`src/hdl/swc_defs.svh`:
```
// offsets, interruption codes and reset values of the status-word control
`ifndef SWC_DEFS_SVH
`define SWC_DEFS_SVH
// register offsets (byte addresses)
`define SWC_OFS_PSW_HI   4'h0
`define SWC_OFS_PSW_LO   4'h4
`define SWC_OFS_STATUS   4'h8
`define SWC_OFS_CTRL     4'hc
// reset value of the status word: supervisor, running, all masks shut
`define SWC_PSW_RST      64'h0000_0000_0000_0000
`define SWC_CTRL_RST     1'h0
// program interruption codes
`define SWC_CODE_PRIV    16'h0002
`define SWC_CODE_FPO     16'h0008
`define SWC_CODE_DECO    16'h000a
`define SWC_CODE_EXPU    16'h000d
`define SWC_CODE_SIGN    16'h000e
// external interruption code
`define SWC_CODE_EXT     16'h0040
// machine-check interruption code
`define SWC_CODE_MC      16'h0000
// decimal sign and zone codes
`define SWC_SIGN_STD_POS 4'hc
`define SWC_SIGN_STD_NEG 4'hd
`define SWC_SIGN_ALT_POS 4'ha
`define SWC_SIGN_ALT_NEG 4'hb
`define SWC_ZONE_STD     4'hf
`define SWC_ZONE_ALT     4'h5
`endif

```
`src/hdl/swc_pkg.sv`:
```
// types of the status-word control
package swc_pkg;
  // status word, bit 0 is the leftmost field
  typedef struct packed {
    logic [7:0]  sys_mask;  // bits 0-7
    logic [3:0]  key;       // bits 8-11
    logic        alt_code;  // bit 12
    logic        mc_mask;   // bit 13
    logic        wait_st;   // bit 14
    logic        problem;   // bit 15
    logic [15:0] icode;     // bits 16-31
    logic [1:0]  ilc;       // bits 32-33
    logic [1:0]  cc;        // bits 34-35
    logic [3:0]  pmask;     // bits 36-39
    logic [23:0] iaddr;     // bits 40-63
  } swc_psw_t;
  typedef enum logic [2:0] {
    SWC_OP_PLAIN, SWC_OP_SSM, SWC_OP_SPM, SWC_OP_LPSW,
    SWC_OP_IO, SWC_OP_PRIV, SWC_OP_SVC
  } swc_op_t;
  typedef struct packed {
    swc_op_t     op;
    logic [63:0] operand;
    logic [1:0]  cc;
    logic        cc_we;
    logic [23:0] next_ia;
  } swc_cmd_t;
  typedef enum logic [2:0] {
    SWC_IRQ_NONE, SWC_IRQ_MC, SWC_IRQ_PROG, SWC_IRQ_SVC,
    SWC_IRQ_EXT, SWC_IRQ_IO
  } swc_irq_t;
endpackage : swc_pkg

```
`src/hdl/swc_dec_codes.sv`:
```
// decimal sign and zone code generator
`timescale 1ns/1ps
`default_nettype none
module swc_dec_codes
  import swc_pkg::*;
(
  input  wire logic       clock_i,   // cpu clock
  input  wire logic       resetn_i,  // async reset, low
  input  wire logic       alt_i,     // character-code mode bit
  input  wire logic       neg_i,     // result is negative
  output logic      [3:0] sign_o,    // packed sign code
  output logic      [3:0] zone_o     // zone for unpacking
);
`include "swc_defs.svh"
  // registered so the decimal datapath sees a clean code
  always_ff @(posedge clock_i or negedge resetn_i) begin
    if (!resetn_i) begin
      sign_o <= `SWC_SIGN_STD_POS;
      zone_o <= `SWC_ZONE_STD;
    end else begin
      case ({alt_i, neg_i})
        2'b00:   sign_o <= `SWC_SIGN_STD_POS;
        2'b01:   sign_o <= `SWC_SIGN_STD_NEG;
        2'b10:   sign_o <= `SWC_SIGN_ALT_POS;
        default: sign_o <= `SWC_SIGN_ALT_NEG;
      endcase
      zone_o <= alt_i ? `SWC_ZONE_ALT : `SWC_ZONE_STD;
    end
  end
endmodule // swc_dec_codes
`default_nettype wire

```
`src/hdl/swc_core.sv`:
```
// status-word state control: masks, states, privilege and updates
`timescale 1ns/1ps
`default_nettype none
//
// Contract
// - four program-mask bits suppress four exceptions
// - other program exceptions always interrupt
// - supervisor call never masked
// - standard mode signs plus 1100 minus 1101
// - bit 12 set: signs 1010 and 1011
// - unpack zones follow character-code bit
// - wait bit stops instruction execution
// - only io or external ends wait
// - machine, program, svc only while running
// - bit 15 one means problem state
// - privileged in problem state raises exception
// - io instructions are privileged
// - load status word replaces all, privileged
// - whole word replaced only interruption or load
// - set system mask privileged, bits 0-7
// - set program mask writes bits 34-39
// - code by interruption, cc, address by execution
// - svc only way into supervisor state; core loads any fetched new word, so any interruption can clear bit 15
// - zero system mask bit blocks source
// - blocked io and external stay pending
// - program-mask zero blocks, one allows
module swc_core
  import swc_pkg::*;
#(
  parameter int NUM_CHAN = 7  // io channels under bits 0..6
)(
  input  wire logic        clock_i,        // cpu clock
  input  wire logic        resetn_i,       // async reset, low
  input  wire logic [3:0]  addr_i,         // register byte address
  input  wire logic [31:0] wdata_i,        // write data
  input  wire logic        wr_i,           // write strobe
  input  wire logic        rd_i,           // read strobe
  output logic      [31:0] rdata_o,        // read data, next cycle
  input  wire logic        exec_valid_i,   // instruction offered
  input  wire swc_cmd_t    exec_cmd_i,     // decoded instruction
  output logic             exec_ready_o,   // instruction taken
  input  wire logic        prog_exc_i,     // program exception pulse
  input  wire logic [15:0] prog_code_i,    // its code
  input  wire logic        mc_err_i,       // machine error pulse
  input  wire logic [NUM_CHAN-1:0] io_req_i, // io channel requests
  input  wire logic        ext_req_i,      // external request
  output logic             irq_take_o,     // interruption taken
  output swc_irq_t         irq_class_o,    // its class
  output swc_psw_t         old_psw_o,      // old word to store
  input  wire logic        new_psw_valid_i,// new word fetched
  input  wire swc_psw_t    new_psw_i,      // the new word
  output swc_psw_t         psw_o,          // current word
  output logic             halted_o,       // check stop
  input  wire logic        dec_neg_i,      // decimal result sign
  output logic      [3:0]  dec_sign_o,     // packed sign code
  output logic      [3:0]  dec_zone_o      // unpack zone
);
`include "swc_defs.svh"

  // elaboration check: only seven channel mask bits exist
  if (NUM_CHAN < 1 || NUM_CHAN > 7) begin : g_bad_chan
    $error("NUM_CHAN must be 1 to 7");
  end

  typedef enum logic {SWC_RUN, SWC_AWAIT} swc_state_t;

  swc_state_t       state_ff;
  swc_psw_t         psw_ff;
  logic [7:0]       pend_ff;
  logic             mc_ff;
  logic             stop_ff;
  logic             halted_ff;
  logic [7:0]       req;
  logic [7:0]       open_src;
  logic [7:0]       take_vec;
  logic [2:0]       take_idx;
  logic             running;
  logic             io_any;
  logic             mc_take;
  logic             prog_take;
  logic             maskable;
  logic             mask_ok;
  logic             accept;
  logic             priv_op;
  logic             fault;
  logic             svc;
  logic             any_take;
  swc_irq_t         nxt_class;
  logic [15:0]      nxt_code;

  // sources: bits 0..NUM_CHAN-1 channels, bit 7 external
  always_comb begin
    req = 8'h00;
    req[7] = ext_req_i;
    req[NUM_CHAN-1:0] = io_req_i;
  end

  // running means not awaiting the new word and not stopped; the wait bit is not part of it
  assign running = (state_ff == SWC_RUN) && !halted_ff;

  // zero mask bit blocks source
  // word bit 0 (field msb) guards channel 0, word bit 7 external
  for (genvar g = 0; g < 8; g++) begin : g_open
    assign open_src[g] = pend_ff[g] & psw_ff.sys_mask[7-g];
  end
  assign io_any = running && (open_src != 8'h00);

  // lowest numbered open source wins
  always_comb begin
    take_idx = 3'h7;
    for (int i = 7; i >= 0; i--) begin
      if (open_src[i])
        take_idx = 3'(i);
    end
  end

  always_comb begin
    case (prog_code_i)
      `SWC_CODE_FPO:  begin maskable = 1'b1; mask_ok = psw_ff.pmask[3]; end
      `SWC_CODE_DECO: begin maskable = 1'b1; mask_ok = psw_ff.pmask[2]; end
      `SWC_CODE_EXPU: begin maskable = 1'b1; mask_ok = psw_ff.pmask[1]; end
      `SWC_CODE_SIGN: begin maskable = 1'b1; mask_ok = psw_ff.pmask[0]; end
      default:        begin maskable = 1'b0; mask_ok = 1'b1; end
    endcase
  end

  // no machine or program interruption while waiting
  assign mc_take = running && !psw_ff.wait_st && mc_ff && psw_ff.mc_mask;
  assign prog_take = running && !psw_ff.wait_st && prog_exc_i && mask_ok;

  // interruptions have priority over the next instruction
  // wait bit blocks execution
  assign exec_ready_o = running && !psw_ff.wait_st && !mc_take
                        && !prog_take && !io_any;
  assign accept = exec_valid_i && exec_ready_o;

  assign priv_op = (exec_cmd_i.op == SWC_OP_SSM)
                || (exec_cmd_i.op == SWC_OP_LPSW)
                || (exec_cmd_i.op == SWC_OP_IO)
                || (exec_cmd_i.op == SWC_OP_PRIV);
  assign fault = accept && priv_op && psw_ff.problem;
  assign svc = accept && (exec_cmd_i.op == SWC_OP_SVC);

  assign any_take = mc_take || prog_take || io_any || fault || svc;

  // class and code of the interruption taken this cycle
  always_comb begin
    nxt_class = SWC_IRQ_NONE;
    nxt_code = 16'h0000;
    if (mc_take) begin
      nxt_class = SWC_IRQ_MC;
      nxt_code = `SWC_CODE_MC;
    end else if (prog_take) begin
      nxt_class = SWC_IRQ_PROG;
      nxt_code = prog_code_i;
    end else if (io_any) begin
      // only io or external out of wait
      nxt_class = (take_idx == 3'h7) ? SWC_IRQ_EXT : SWC_IRQ_IO;
      nxt_code = (take_idx == 3'h7) ? `SWC_CODE_EXT
                                    : {13'h0000, take_idx};
    end else if (fault) begin
      nxt_class = SWC_IRQ_PROG;
      nxt_code = `SWC_CODE_PRIV;
    end else if (svc) begin
      nxt_class = SWC_IRQ_SVC;
      nxt_code = {8'h00, exec_cmd_i.operand[7:0]};
    end
  end

  // sequencing between running and fetching the new word
  always_ff @(posedge clock_i or negedge resetn_i) begin
    if (!resetn_i)
      state_ff <= SWC_RUN;
    else if (state_ff == SWC_RUN && any_take)
      state_ff <= SWC_AWAIT;
    else if (state_ff == SWC_AWAIT && new_psw_valid_i)
      state_ff <= SWC_RUN;
  end

  // the status word itself
  always_ff @(posedge clock_i or negedge resetn_i) begin
    if (!resetn_i) begin
      psw_ff <= `SWC_PSW_RST;
    end else if (state_ff == SWC_AWAIT) begin
      if (new_psw_valid_i)
        psw_ff <= new_psw_i;
    end else if (accept && !fault && !svc) begin
      psw_ff.iaddr <= exec_cmd_i.next_ia;
      if (exec_cmd_i.cc_we)
        psw_ff.cc <= exec_cmd_i.cc;
      case (exec_cmd_i.op)
        SWC_OP_SSM: psw_ff.sys_mask <= exec_cmd_i.operand[7:0];
        SWC_OP_SPM: {psw_ff.cc, psw_ff.pmask} <= exec_cmd_i.operand[29:24];
        SWC_OP_LPSW: psw_ff <= swc_psw_t'(exec_cmd_i.operand);
        default: ;
      endcase
    end
  end

  // old word: current word, code filled, address past the instruction
  always_ff @(posedge clock_i or negedge resetn_i) begin
    if (!resetn_i) begin
      old_psw_o <= `SWC_PSW_RST;
      irq_take_o <= 1'b0;
      irq_class_o <= SWC_IRQ_NONE;
    end else begin
      irq_take_o <= (state_ff == SWC_RUN) && any_take;
      if ((state_ff == SWC_RUN) && any_take) begin
        irq_class_o <= nxt_class;
        old_psw_o <= psw_ff;
        old_psw_o.icode <= nxt_code;
        if (fault || svc)
          old_psw_o.iaddr <= exec_cmd_i.next_ia;
      end
    end
  end

  // pending until taken; a new request beats the clear
  always_ff @(posedge clock_i or negedge resetn_i) begin
    if (!resetn_i)
      pend_ff <= 8'h00;
    else
      pend_ff <= (pend_ff & ~take_vec) | req;
  end
  assign take_vec = (state_ff == SWC_RUN && io_any && !mc_take
                     && !prog_take) ? (8'h01 << take_idx) : 8'h00;

  // machine check: taken, ignored when masked, or a check stop
  always_ff @(posedge clock_i or negedge resetn_i) begin
    if (!resetn_i) begin
      mc_ff <= 1'b0;
      halted_ff <= 1'b0;
    end else begin
      if (mc_err_i && stop_ff)
        halted_ff <= 1'b1;
      else if (!stop_ff)
        halted_ff <= 1'b0;
      if (mc_err_i)
        mc_ff <= !stop_ff;
      else if (mc_take || !psw_ff.mc_mask)
        mc_ff <= 1'b0;
    end
  end
  assign halted_o = halted_ff;
  assign psw_o = psw_ff;

  // control register: check-stop select
  always_ff @(posedge clock_i or negedge resetn_i) begin
    if (!resetn_i)
      stop_ff <= `SWC_CTRL_RST;
    else if (wr_i && addr_i == `SWC_OFS_CTRL)
      stop_ff <= wdata_i[0];
  end

  // read port; the word itself is read-only on this bus
  always_ff @(posedge clock_i or negedge resetn_i) begin
    if (!resetn_i) begin
      rdata_o <= 32'h0000_0000;
    end else if (rd_i) begin
      case (addr_i)
        `SWC_OFS_PSW_HI: rdata_o <= psw_ff[63:32];
        `SWC_OFS_PSW_LO: rdata_o <= psw_ff[31:0];
        `SWC_OFS_STATUS: rdata_o <= {20'h00000, halted_ff,
                                     state_ff == SWC_AWAIT, mc_ff,
                                     psw_ff.wait_st, pend_ff};
        `SWC_OFS_CTRL:   rdata_o <= {31'h0000_0000, stop_ff};
        default:         rdata_o <= 32'h0000_0000;
      endcase
    end else begin
      rdata_o <= 32'h0000_0000;
    end
  end

  // decimal sign and zone codes from bit 12
  swc_dec_codes u_dec (
    .clock_i  (clock_i),
    .resetn_i (resetn_i),
    .alt_i    (psw_ff.alt_code),
    .neg_i    (dec_neg_i),
    .sign_o   (dec_sign_o),
    .zone_o   (dec_zone_o)
  );
endmodule // swc_core
`default_nettype wire

```
`config.mk`:
```
export PLATFORM = sky130hd
export DESIGN_NAME = swc_core
export DESIGN_NICKNAME = d
export VERILOG_FILES = /design/src/hdl/swc_pkg.sv /design/src/hdl/swc_dec_codes.sv /design/src/hdl/swc_core.sv
export VERILOG_INCLUDE_DIRS = /design/src /design/src/hdl
export SDC_FILE = /design/constraint.sdc
export NUM_CORES = 1
export LEC_CHECK = 0
export ABC_AREA = 1
export BUFFER_PORTS_ARGS = -buffer_cell sky130_fd_sc_hd__buf_2
export CORE_AREA = 2 2 157 159
export CTS_CLUSTER_DIAMETER = 60
export DETAILED_ROUTE_END_ITERATION = 8
export DIE_AREA = 0 0 159 161
export GPL_TIMING_DRIVEN = 0
export HOLD_SLACK_MARGIN = 0.03
export PLACE_DENSITY = 0.66
export SETUP_SLACK_MARGIN = 0.5
export SYNTH_ARGS = -nofsm -noshare
export SYNTH_HDL_FRONTEND = slang
export SYNTH_HIERARCHICAL = 1
export SYNTH_SLANG_ARGS = --single-unit
```
`constraint.sdc`:
```
create_clock -name clock_i -period 3.4 [get_ports clock_i]
set_clock_uncertainty 0.2 [all_clocks]
set_input_delay 0.17 -clock clock_i [delete_from_list [all_inputs] [get_ports clock_i]]
set_output_delay 0.17 -clock clock_i [all_outputs]
set_load 0.01 [all_outputs]
```
Yosys cells after proc, flatten, opt, wreduce, memory -nomap -nowiden
Index checks and enable logic that the tools add are counted.
{"block": "word_totals", "wordCells": 160, "reg_bits": 184}
{"block": "classes", "shift": 1, "mux": 40, "n_eq_ne": 18, "n_reduce_logical": 57, "bitwise_logic": 12}
{"operator": "64-bit two-way mux", "n": 3}
{"operator": "32-bit case mux with 4 select lines", "n": 1}
{"operator": "16-bit by 4-bit equality test with 1-bit output, second input constant", "n": 4}
{"operator": "24-bit two-way mux", "n": 2}
{"operator": "16-bit two-way mux", "n": 2}
{"operator": "32-bit two-way mux", "n": 1}
{"operator": "8-bit two-way mux", "n": 4}
{"operator": "26-bit two-way mux", "n": 1}
{"operator": "1-bit logical AND", "n": 23}
{"operator": "3-bit two-way mux", "n": 7}
{"operator": "8-bit case mux with 2 select lines", "n": 1}
{"operator": "3-bit equality test, second input constant", "n": 4}
{"operator": "3-bit AND reduction", "n": 4}
{"operator": "2-bit two-way mux", "n": 5}
{"operator": "2-bit nonzero test", "n": 5}
{"operator": "1-bit logical NOT", "n": 9}
{"operator": "1-bit logical OR", "n": 9}
{"operator": "3-bit case mux with 3 select lines", "n": 1}
{"operator": "1-bit AND", "n": 8}
{"operator": "8-bit AND", "n": 1}
{"operator": "4-bit equality test, second input constant", "n": 2}
{"operator": "1-bit two-way mux", "n": 8}
{"operator": "8-bit inverter", "n": 1}
{"operator": "8-bit bitwise OR", "n": 1}
{"operator": "other kinds (19)", "n": 21}

Longest topological paths before layout
Gate-level depths: netlist of run 1.
{"block": "logic_depth", "word_depth": 17, "ltp_mapped": 17, "depth_no_buf": 16}

Modules after synthesis
The synthesis of run 1 kept the hierarchy.
{"module": "swc_core", "cells_per_inst": 1162, "n_inst": 1, "seq_area_each_um2": 4404.2, "area_per_inst_um2": 8754.6}
{"module": "swc_dec_codes", "cells_per_inst": 13, "n_inst": 1, "seq_area_each_um2": 102.6, "area_per_inst_um2": 151.4}

Least setup slack after synthesis of run 1
No wires, ideal clock.
{"block": "synth_path", "path_type": "register -> register", "startpoint": "register psw_ff (netlist bit psw_o[63])", "endpoint": "register old_psw_o[13] (netlist name)", "slack_ns": 1.237, "synth_period_minus_slack_ns": 2.163, "arrival_time_ns": 1.839, "required_ns": 3.076, "setup_time_ns": 0.124, "path_stages_with_launch": 15, "path_buffers": 2, "path_cell_list": "dfrtp_1 -> nand2_1 -> nand2_1 -> inv_2 -> nand2_2 -> nor2_2 -> nand2_1 -> nand2_2 -> nand3_4 -> nor2_8 -> o21ai_2 -> buf_6 -> buf_6 -> o211ai_1 -> nand2_1"}
{"block": "synth_between", "elab_chain_len": 11, "word_cells_on_any_way": 15, "cone_classes": "mux: 1; bitwise: 1; reduce/logical: 13"}
{"item": "start: declaration", "line_no": "swc_core.sv:68", "source": "swc_psw_t psw_ff;"}
{"item": "start signal: assignment", "line_no": "swc_core.sv:183", "source": "psw_ff <= `SWC_PSW_RST;"}
{"item": "start signal: assignment", "line_no": "swc_core.sv:186", "source": "psw_ff <= new_psw_i;"}
{"item": "start signal: assignment", "line_no": "swc_core.sv:194", "source": "SWC_OP_LPSW: psw_ff <= swc_psw_t'(exec_cmd_i.operand);"}
{"item": "1-bit AND (*)", "line_no": "swc_core.sv:104", "source": "assign open_src[g] = pend_ff[g] & psw_ff.sys_mask[7-g];"}
{"item": "8-bit nonzero test (*)", "line_no": "swc_core.sv:106", "source": "assign io_any = running && (open_src != 8'h00);"}
{"item": "1-bit logical AND (*)", "line_no": "swc_core.sv:106"}
{"item": "1-bit logical NOT", "line_no": "swc_core.sv:134", "source": "&& !prog_take && !io_any;"}
{"item": "1-bit logical AND", "line_no": "swc_core.sv:134"}
{"item": "1-bit logical AND", "line_no": "swc_core.sv:135", "source": "assign accept = exec_valid_i && exec_ready_o;"}
{"item": "1-bit logical AND (2 in a row)", "line_no": "swc_core.sv:141", "source": "assign fault = accept && priv_op && psw_ff.problem;"}
{"item": "1-bit logical OR (2 in a row)", "line_no": "swc_core.sv:144", "source": "assign any_take = mc_take || prog_take || io_any || fault || svc;"}
{"item": "1-bit logical AND", "line_no": "swc_core.sv:208", "source": "if ((state_ff == SWC_RUN) && any_take) begin"}
{"item": "end signal: assignment", "line_no": "swc_core.sv:203", "source": "old_psw_o <= `SWC_PSW_RST;"}
{"item": "end signal: assignment", "line_no": "swc_core.sv:210", "source": "old_psw_o <= psw_ff;"}
{"item": "end: declaration", "line_no": "swc_core.sv:49", "source": "output swc_psw_t old_psw_o,"}
Every way passes the cells marked *; elsewhere a longest branch is shown, timed or not.
A chain may end at the register's enable or synchronous reset.

Final worst setup path of run 1
{"block": "layout_path", "startpoint": "register psw_ff (netlist bit psw_o[50])", "endpoint": "register old_psw_o[35] (netlist name)"}
{"block": "layout_between", "elab_chain_len": 12, "word_cells_on_any_way": 19, "cone_classes": "mux: 5; reduce/logical: 14"}
{"item": "1-bit logical AND (*)", "line_no": "swc_core.sv:128", "source": "assign mc_take = running && !psw_ff.wait_st && mc_ff && psw_ff.mc_mask;"}
{"item": "1-bit logical NOT", "line_no": "swc_core.sv:133", "source": "assign exec_ready_o = running && !psw_ff.wait_st && !mc_take"}
{"item": "1-bit logical AND", "line_no": "swc_core.sv:133"}
{"item": "1-bit logical AND (2 in a row)", "line_no": "swc_core.sv:134"}
{"item": "1-bit logical AND", "line_no": "swc_core.sv:135"}
{"item": "1-bit logical AND, on equally long branches", "line_no": "swc_core.sv:142, swc_core.sv:141"}
{"item": "8-bit two-way mux or 1-bit logical AND (tied branches)", "line_no": "swc_core.sv:164, swc_core.sv:141"}
{"item": "8-bit two-way mux", "line_no": "swc_core.sv:161", "source": "end else if (fault) begin"}
{"item": "8-bit two-way mux", "line_no": "swc_core.sv:156", "source": "end else if (io_any) begin"}
{"item": "16-bit two-way mux", "line_no": "swc_core.sv:153", "source": "end else if (prog_take) begin"}
{"item": "16-bit two-way mux", "line_no": "swc_core.sv:150", "source": "if (mc_take) begin"}
Marks and branches as above.

==> results of run 1 <==
timing repair:
action | 4_1_cts | 5_1_grt
endpoints found under the hold margin | 218 | 0
endpoints found under the setup margin | 0 | 17
gates resized for setup | 0 | 8
hold buffers | 178 | 0
through the flow:
stage	std cells	util (%)	instance area [sq um]	hold WS (ns)	setup WS [ns]
after CTS	2077	56.50	13540	0.03030	0.5262
after floorplan	1177	-	8914	-0.3256	1.237
final	2078	56.55	13550	0.03921	0.6323
after global routing	2078	56.55	13550	0.06255	0.5223
after detailed placement	1867	46.67	11180	0.07218	0.5343
after global placement	1866	46.51	11150	0.06927	-1.047
per-layer routing:
| metal | vias up | part of all wire [%] | track usage [%] |
|---|---|---|---|
| li1 | 4852 | - | - |
| met1 | 4979 | 42 | 40.37 |
| met2 | 562 | 46 | 49.94 |
| met3 | 103 | 7.5 | 4.751 |
| met4 | 0 | 3.9 | 12.07 |
| met5 | - | 0 | 0 |
area by class of cell:
type                            instances  area, sq um  area share, %
Tap cell                              324        405.4          2.992
Inverter                              115        434.2          3.204
Multi-Input combinational cell        818         3633          26.81
Sequential cell                       180         4509          33.28
Clock inverter                         14        143.9          1.062
Antenna cell                            1        2.502        0.01847
Buffer                                 64        346.6          2.558
Timing Repair Buffer                  544         3646          26.91
Clock buffer                           18        429.2          3.167
worst max-delay path: stages (launching register included):
cell	delay (ns)
dfrtp_1	0.47
nand2_1	0.39
inv_1	0.14
nor2_2	0.22
nand3_4	0.13
nor2_8	0.14
nand2_1	0.15
o21ai_0	0.18
dlygate4sd3_1	0.57
nand2_1	0.05
nand2_1	0.06
synth_stat cells (all sizes together), types with 7 or more instances:
library cell | number | area, sq um
a21oi | 28 | 140.1
a31oi | 23 | 143.9
buf | 28 | 202.7
clkbuf | 36 | 136.4
dfrtp | 178 | 4454
inv | 114 | 430.4
nand2 | 500 | 1897
nand3 | 32 | 177.7
nor2 | 65 | 270.3
o211ai | 26 | 195.2
o21ai | 111 | 570.6
o221ai | 7 | 61.31
registers in the layout (all words and copies together) (netlist names), 3 cells and up:
register,flops
irq_class_o,3
old_psw_o,64
pend_ff,8
psw_o,64
rdata_o,32
u_dec/sign_o,3
cells in the final DEF, fill, tap and decap left out, drive strengths merged, types with 23 or more instances in the layout:
master       count
nand3           32
dlygate4sd3    178
nor2            65
nand2          500
inv            120
dfrtp          178
o21ai          111
o211ai          26
a31oi           23
clkbuf          56
buf            392
a21oi           28
cells by family (layout without fill, tap and decap cells):
| group | Yosys count | count (layout) | share of synthesized area [%] |
|---|---|---|---|
| AND/OR/NAND/NOR | 605 | 605 | 26.95 |
| AO/OA/AOI/OAI | 210 | 210 | 13.73 |
| flip-flops | 180 | 180 | 50.60 |
| buffers and inverters | 179 | 755 | 8.682 |
| other | 1 | 4 | 0.04211 |
where the power goes:
group | internal (mW) | switching [mW]
combinational | 1.93 | 3.14
clock | 1.03 | 0.948
sequential | 2.94 | 0.645
total | 5.91 | 4.74
path summary, 6_finish.rpt:
check                                  end  slack, ns  cells after the start
min                              psw_o[56]       0.04                      5
max                          old_psw_o[35]       0.63                     10
min in group asynchronous       rdata_o[9]       0.14                      2
max in group asynchronous  u_dec/sign_o[2]       1.98                      3
max reg2reg                  old_psw_o[35]       0.63                     10
min reg2reg                  old_psw_o[29]       0.27                      2
==> reports/qor.txt, run 1 <==
hold crit path type -> input pin to flip-flop
relative max-transition margin -> 36.27%
Clk pin slew, worst setup/hold paths -> 0.07 ns
total grt overflow -> 0
worst hold start -> exec_cmd_i[83]
library cells used by synthesis -> 41
crit path time final -> 2.768 ns
std cell rows -> 57
global-route usage over all layers -> 30.32%
# Max-Cap Violations -> 0
area delta synth->final -> 52.15%
Critical Path Start Type -> flip-flop
first-pass GRT wire length -> 58,650 um
Critical Path RT -> 3.57 ns
I/O Buffers -> 365
endpoints failing hold -> 0
initial antenna violation count -> 1
max frequency -> 0.3613 GHz
total power draw -> 10.64 mW
#FFs+latches synth -> 180
Die Y-Extent -> 161 um
Worst Max-Slew Pin Slew -> 0.9559 ns
vias in the first global route -> 10,050
WP data arrival -> 2.93 ns
via/cell ratio -> 5.051
worst-case clock buffer depth -> 2
worst setup path start -> psw_o[50]
placer congestion estimate -> 0.9510
Layout Nets -> 1,967
hpwl dp -> 28,540 um
DR WL/cell -> 19.05 um
Max IR drop VDD -> 0.0003196 V
Setup TNS -> 0 ns
drt first pass iters -> 6
CTS Sinks -> 180
Die ar. -> 25,600 sq um
Syn. warnings -> 6
final WL -> 39,580 um
Initial DRC Count -> 922
total number of vias -> 10,500
P_leak -> 7.383 nW
Slew Viols, Final -> 0
CTS tree -> done
Clock Latency Late Sink -> 0.43 ns
status -> finished clean
H-Tree Level Count -> 4
Root Driver -> clkbuf_16
Die W -> 159 um
post-synthesis sequential area ratio -> 50.60%
Routed Antenna Nets -> 0
Synth Cell Area -> 8906 sq um
pin count of the biggest net entering global routing -> 102
Fill cells -> 2,251
final setup violation count -> 0
RSZ-0062 raised after global routing -> false
Post-synth EDFFs -> 0
Post-synth ARST share -> 100.0%
Core ar. -> 23,960 sq um
WS Path Type -> flip-flop to flip-flop
Final Cycle Share -> 81.40%
FF-to-FF Start -> psw_o[50]
Setup Buffers After CTS -> 0
number of remaining DRC errors -> 0
Critical Path End Type -> flip-flop
I/O pins -> 401
layout cells sized above 1 -> 25.84%
Pwr Density -> 785.6 nW/um^2
number of buffers created by CTS -> 17
dominant synthesized flop cell -> dfrtp_1
Initial Util -> 37.17%
Critical Path Fanout Max -> 9
Syn Inst Count -> 1,175
Avg Inst Size Synth -> 7.580 sq um
(Power assumes the default switching activity.)
==> run 2: changes to the inputs <==
ABC_AREA = 0   (was 1)
CORE_AREA = 2 2 154 156   (was 2 2 157 159)
DIE_AREA = 0 0 156 158   (was 0 0 159 161)
PLACE_DENSITY = 0.69   (was 0.66)
clock period = 2.2 ns   (was 3.4 ns; I/O delays follow)
==> run 2 against run 1 <==
  * The run now ends with negative hold slack, negative setup slack left
  * Combinational power increased by 110%
  * Via count decreased by 5.9%
  * Cell area increased by 11%
  * Non-clock buffer count increased by 71
  * Total power increased by 86%
  * Maximum frequency increased by 4.2%
  * Sequential share of layout area decreased by 3.2 points
  * Worst setup slack got worse by 1.1 ns
  * Synthesized area decreased by 4.5%
  * Synthesized cell count decreased by 32%
  * Cell count decreased by 16%
  * Die area decreased by 3.7%
  * Critical path type unchanged
==> reports/qor.txt, run 2 <==
most common cell after layout, fill and taps aside -> buf_2
drt first pass iters -> 5 (-1)
CTS tree -> done
Root Driver -> clkbuf_16
Avg Inst Size Synth -> 10.66 sq um (+41%)
hpwl dp -> 25,030 um (-12%)
crit path time final -> 2.656 ns (-0.1115 ns)
Syn. warnings -> 6 (unchanged)
first-pass GRT wire length -> 58,370 um (-0.48%)
vias in the first global route -> 9,936 (-1.1%)
utilization after layout -> 65.09% (+8.5 points)
commonest cells in the netlist -> dfrtp_1 (178), nand2_1 (100), o21ai_0 (69)
# Max-Cap Violations -> 0 (unchanged)
violated checks -> negative hold slack, negative setup slack
Fill cells -> 1,687 (-25%)
final setup violation count -> 142 (+142)
I/O Buffers -> 363 (-0.55%)
most frequent cells in the layout -> buf_2 (363), dlygate4sd3_1 (192), dfrtp_1 (173), nand2_1 (69), mux2i_1 (56)
library cells used by synthesis -> 53 (+29%)
hold crit path type -> input pin to asynchronous set/reset pin
total grt overflow -> 0 (unchanged)
dominant synthesized flop cell -> dfrtp_1
endpoints failing hold -> 41 (+41)
post-synthesis sequential area ratio -> 52.96% (+2.4 points)
Critical Path Start Type -> flip-flop
Slew Viols, Final -> 0 (unchanged)
Pwr Density -> 1321 nW/um^2 (+68%)
Initial Util -> 36.91% (-0.25 points)
initial antenna violation count -> 2 (+1)
layout cells sized above 1 -> 43.99% (+18 points)
relative max-transition margin -> 39.67% (+3.4 points)
Final Cycle Share -> 120.7% (+39 points)
DR WL/cell -> 24.23 um (+27%)
WHS -> -0.03653 ns (-0.07574 ns)
std cell rows -> 56 (-1.8%)
count leader, synth -> dfrtp_1
Die Y-Extent -> 158 um (-1.9%)
number of remaining DRC errors -> 0 (unchanged)
status -> finished with violations
H-Tree Level Count -> 4 (unchanged)
#FFs+latches synth -> 180 (unchanged)
WS Path Type -> flip-flop to flip-flop
Critical Path Fanout Max -> 6 (-3)
Layout Nets -> 1,669 (-15%)
via/cell ratio -> 5.650 (+12%)
final WL -> 42,360 um (+7.0%)
area delta synth->final -> 76.34%
Core ar. -> 23,050 sq um (-3.8%)
final worst slack -> -0.4562 ns (-1.088 ns)
total power draw -> 19.82 mW (+86%)
global-route usage over all layers -> 32.14% (+1.8 points)
Post-synth ARST share -> 100.0% (unchanged)
Synth area leaders -> dfrtp_1 (52%), mux2i_1 (7.2%), mux2_2 (6.9%)
Syn Inst Count -> 798 (-32%)
Routed Antenna Nets -> 0 (unchanged)
Worst Max-Slew Pin Slew -> 0.9050 ns (-0.05096 ns)
Max IR drop VDD -> 0.0006149 V (+92%)
Post-synth EDFFs -> 0 (unchanged)
number of buffers created by CTS -> 17 (unchanged)
Critical Path RT -> 2.30 ns (-1.27 ns)
Clk pin slew, worst setup/hold paths -> 0.07 ns (about the same)
Clock Latency Late Sink -> 0.44 ns (about the same)
leading area contributor after synthesis -> dfrtp_1
dpl ws -> -1.270 ns (-1.804 ns)
Die ar. -> 24,650 sq um (-3.7%)
P_leak -> 7.446 nW (+0.84%)
placer congestion estimate -> 0.9526 (+0.17%)
Yosys top cell area share -> 52.35% (+2.3 points)
Initial DRC Count -> 834 (-9.5%)
max frequency -> 0.3765 GHz (+4.2%)
pin count of the biggest net entering global routing -> 120 (+18%)
RSZ-0062 raised after global routing -> true
Die W -> 156 um (-1.9%)
I/O pins -> 401 (unchanged)
worst-case clock buffer depth -> 2 (unchanged)
WP data arrival -> 2.76 ns (-0.17 ns)
total number of vias -> 9,876 (-5.9%)
Synth Cell Area -> 8509 sq um (-4.5%)
Critical Path End Type -> flip-flop
CTS Sinks -> 180 (unchanged)
-- run 2: cell count changes after synthesis, moves of 26 or more --
cell	delta
o21a_1	+26
nand2_1	-394
mux2i_1	+61
inv_1	-106
mux2_2	+52
-- run 2: layer usage --
| metal | global-route usage [%] | wire [um] |
|---|---|---|
| met2 | 53.35 | 20280 |
| met3 | 6.625 | 3471 |
| met1 | 38.80 | 16090 |
| met4 | 19.05 | 2510 |
| met5 | 0 | 9 |
-- run 2: kinds of logic (layout without fill, tap and decap cells) --
logic type	count (synthesis)	after routing	share of synthesized area, %
DFF	180	180	52.96
muxes	114	114	14.32
and+or+nand+nor	215	215	11.40
other	1	6	0.04407
buffers and inverters	60	715	3.132
AOI/OAI and AO/OA	228	228	18.14
-- run 2: area by class of cell --
cell class	count	area, sq um	area share (%)
Antenna cell	3	7.507	0.05003
Buffer	56	544.3	3.627
Clock buffer	20	456.7	3.043
Clock inverter	12	166.4	1.109
Inverter	4	17.52	0.1167
Multi-Input combinational cell	560	4382	29.20
Sequential cell	180	4513	30.08
Tap cell	290	362.8	2.418
Timing Repair Buffer	623	4556	30.36
-- run 2: worst max-delay path: stages (launching register included) --
cell	delay [ns]
dfrtp_1	0.41
buf_6	0.13
nor3_4	0.22
buf_6	0.15
and2_4	0.14
o41a_1	0.25
buf_6	0.14
nor4_4	0.03
buf_4	0.18
buf_12	0.14
buf_16	0.15
buf_12	0.13
buf_16	0.14
nand2_2	0.05
o21ai_1	0.05
-- run 2: per-stage QoR --
| stage | instances | instance area, sq um | setup TNS [ns] |
|---|---|---|---|
| after floorplan | 800 | 8593 | -25.89 |
| after global placement | 1453 | 10770 | -514.44 |
| after detailed placement | 1454 | 10810 | -131.58 |
| after CTS | 1727 | 14300 | -38.05 |
| after global routing | 1746 | 15000 | -50.36 |
| final | 1748 | 15010 | -44.87 |
-- run 2: timing repair --
item	4_1_cts	5_1_grt
gates resized for setup	138	161
setup endpoints to repair	144	147
setup buffers	45	10
pin swaps	25	51
gates cloned	6	6
endpoints found under the hold margin	299	5
hold buffers	190	2
-- run 2: worst paths after layout --
check / cells after the start / start / endpoint / slack (ns)
hold / removal: 2 / resetn_i / rdata_o[23] / -0.04
setup reg to reg: 14 / state_ff / old_psw_o[34] / -0.46
min in group clock_i: 5 / exec_valid_i / irq_class_o[1] / 0.02
max in group asynchronous: 3 / resetn_i / old_psw_o[37] / 0.42
hold reg to reg: 1 / old_psw_o[38] / old_psw_o[38] / 0.28
setup / recovery: 14 / state_ff / old_psw_o[34] / -0.46
-- run 2: power breakdown --
| group | internal, mW | switching [mW] | total [mW] |
|---|---|---|---|
| logic | 5.23 | 5.27 | 10.5 |
| clock network | 1.87 | 1.42 | 3.29 |
| registers | 4.59 | 1.44 | 6.02 |
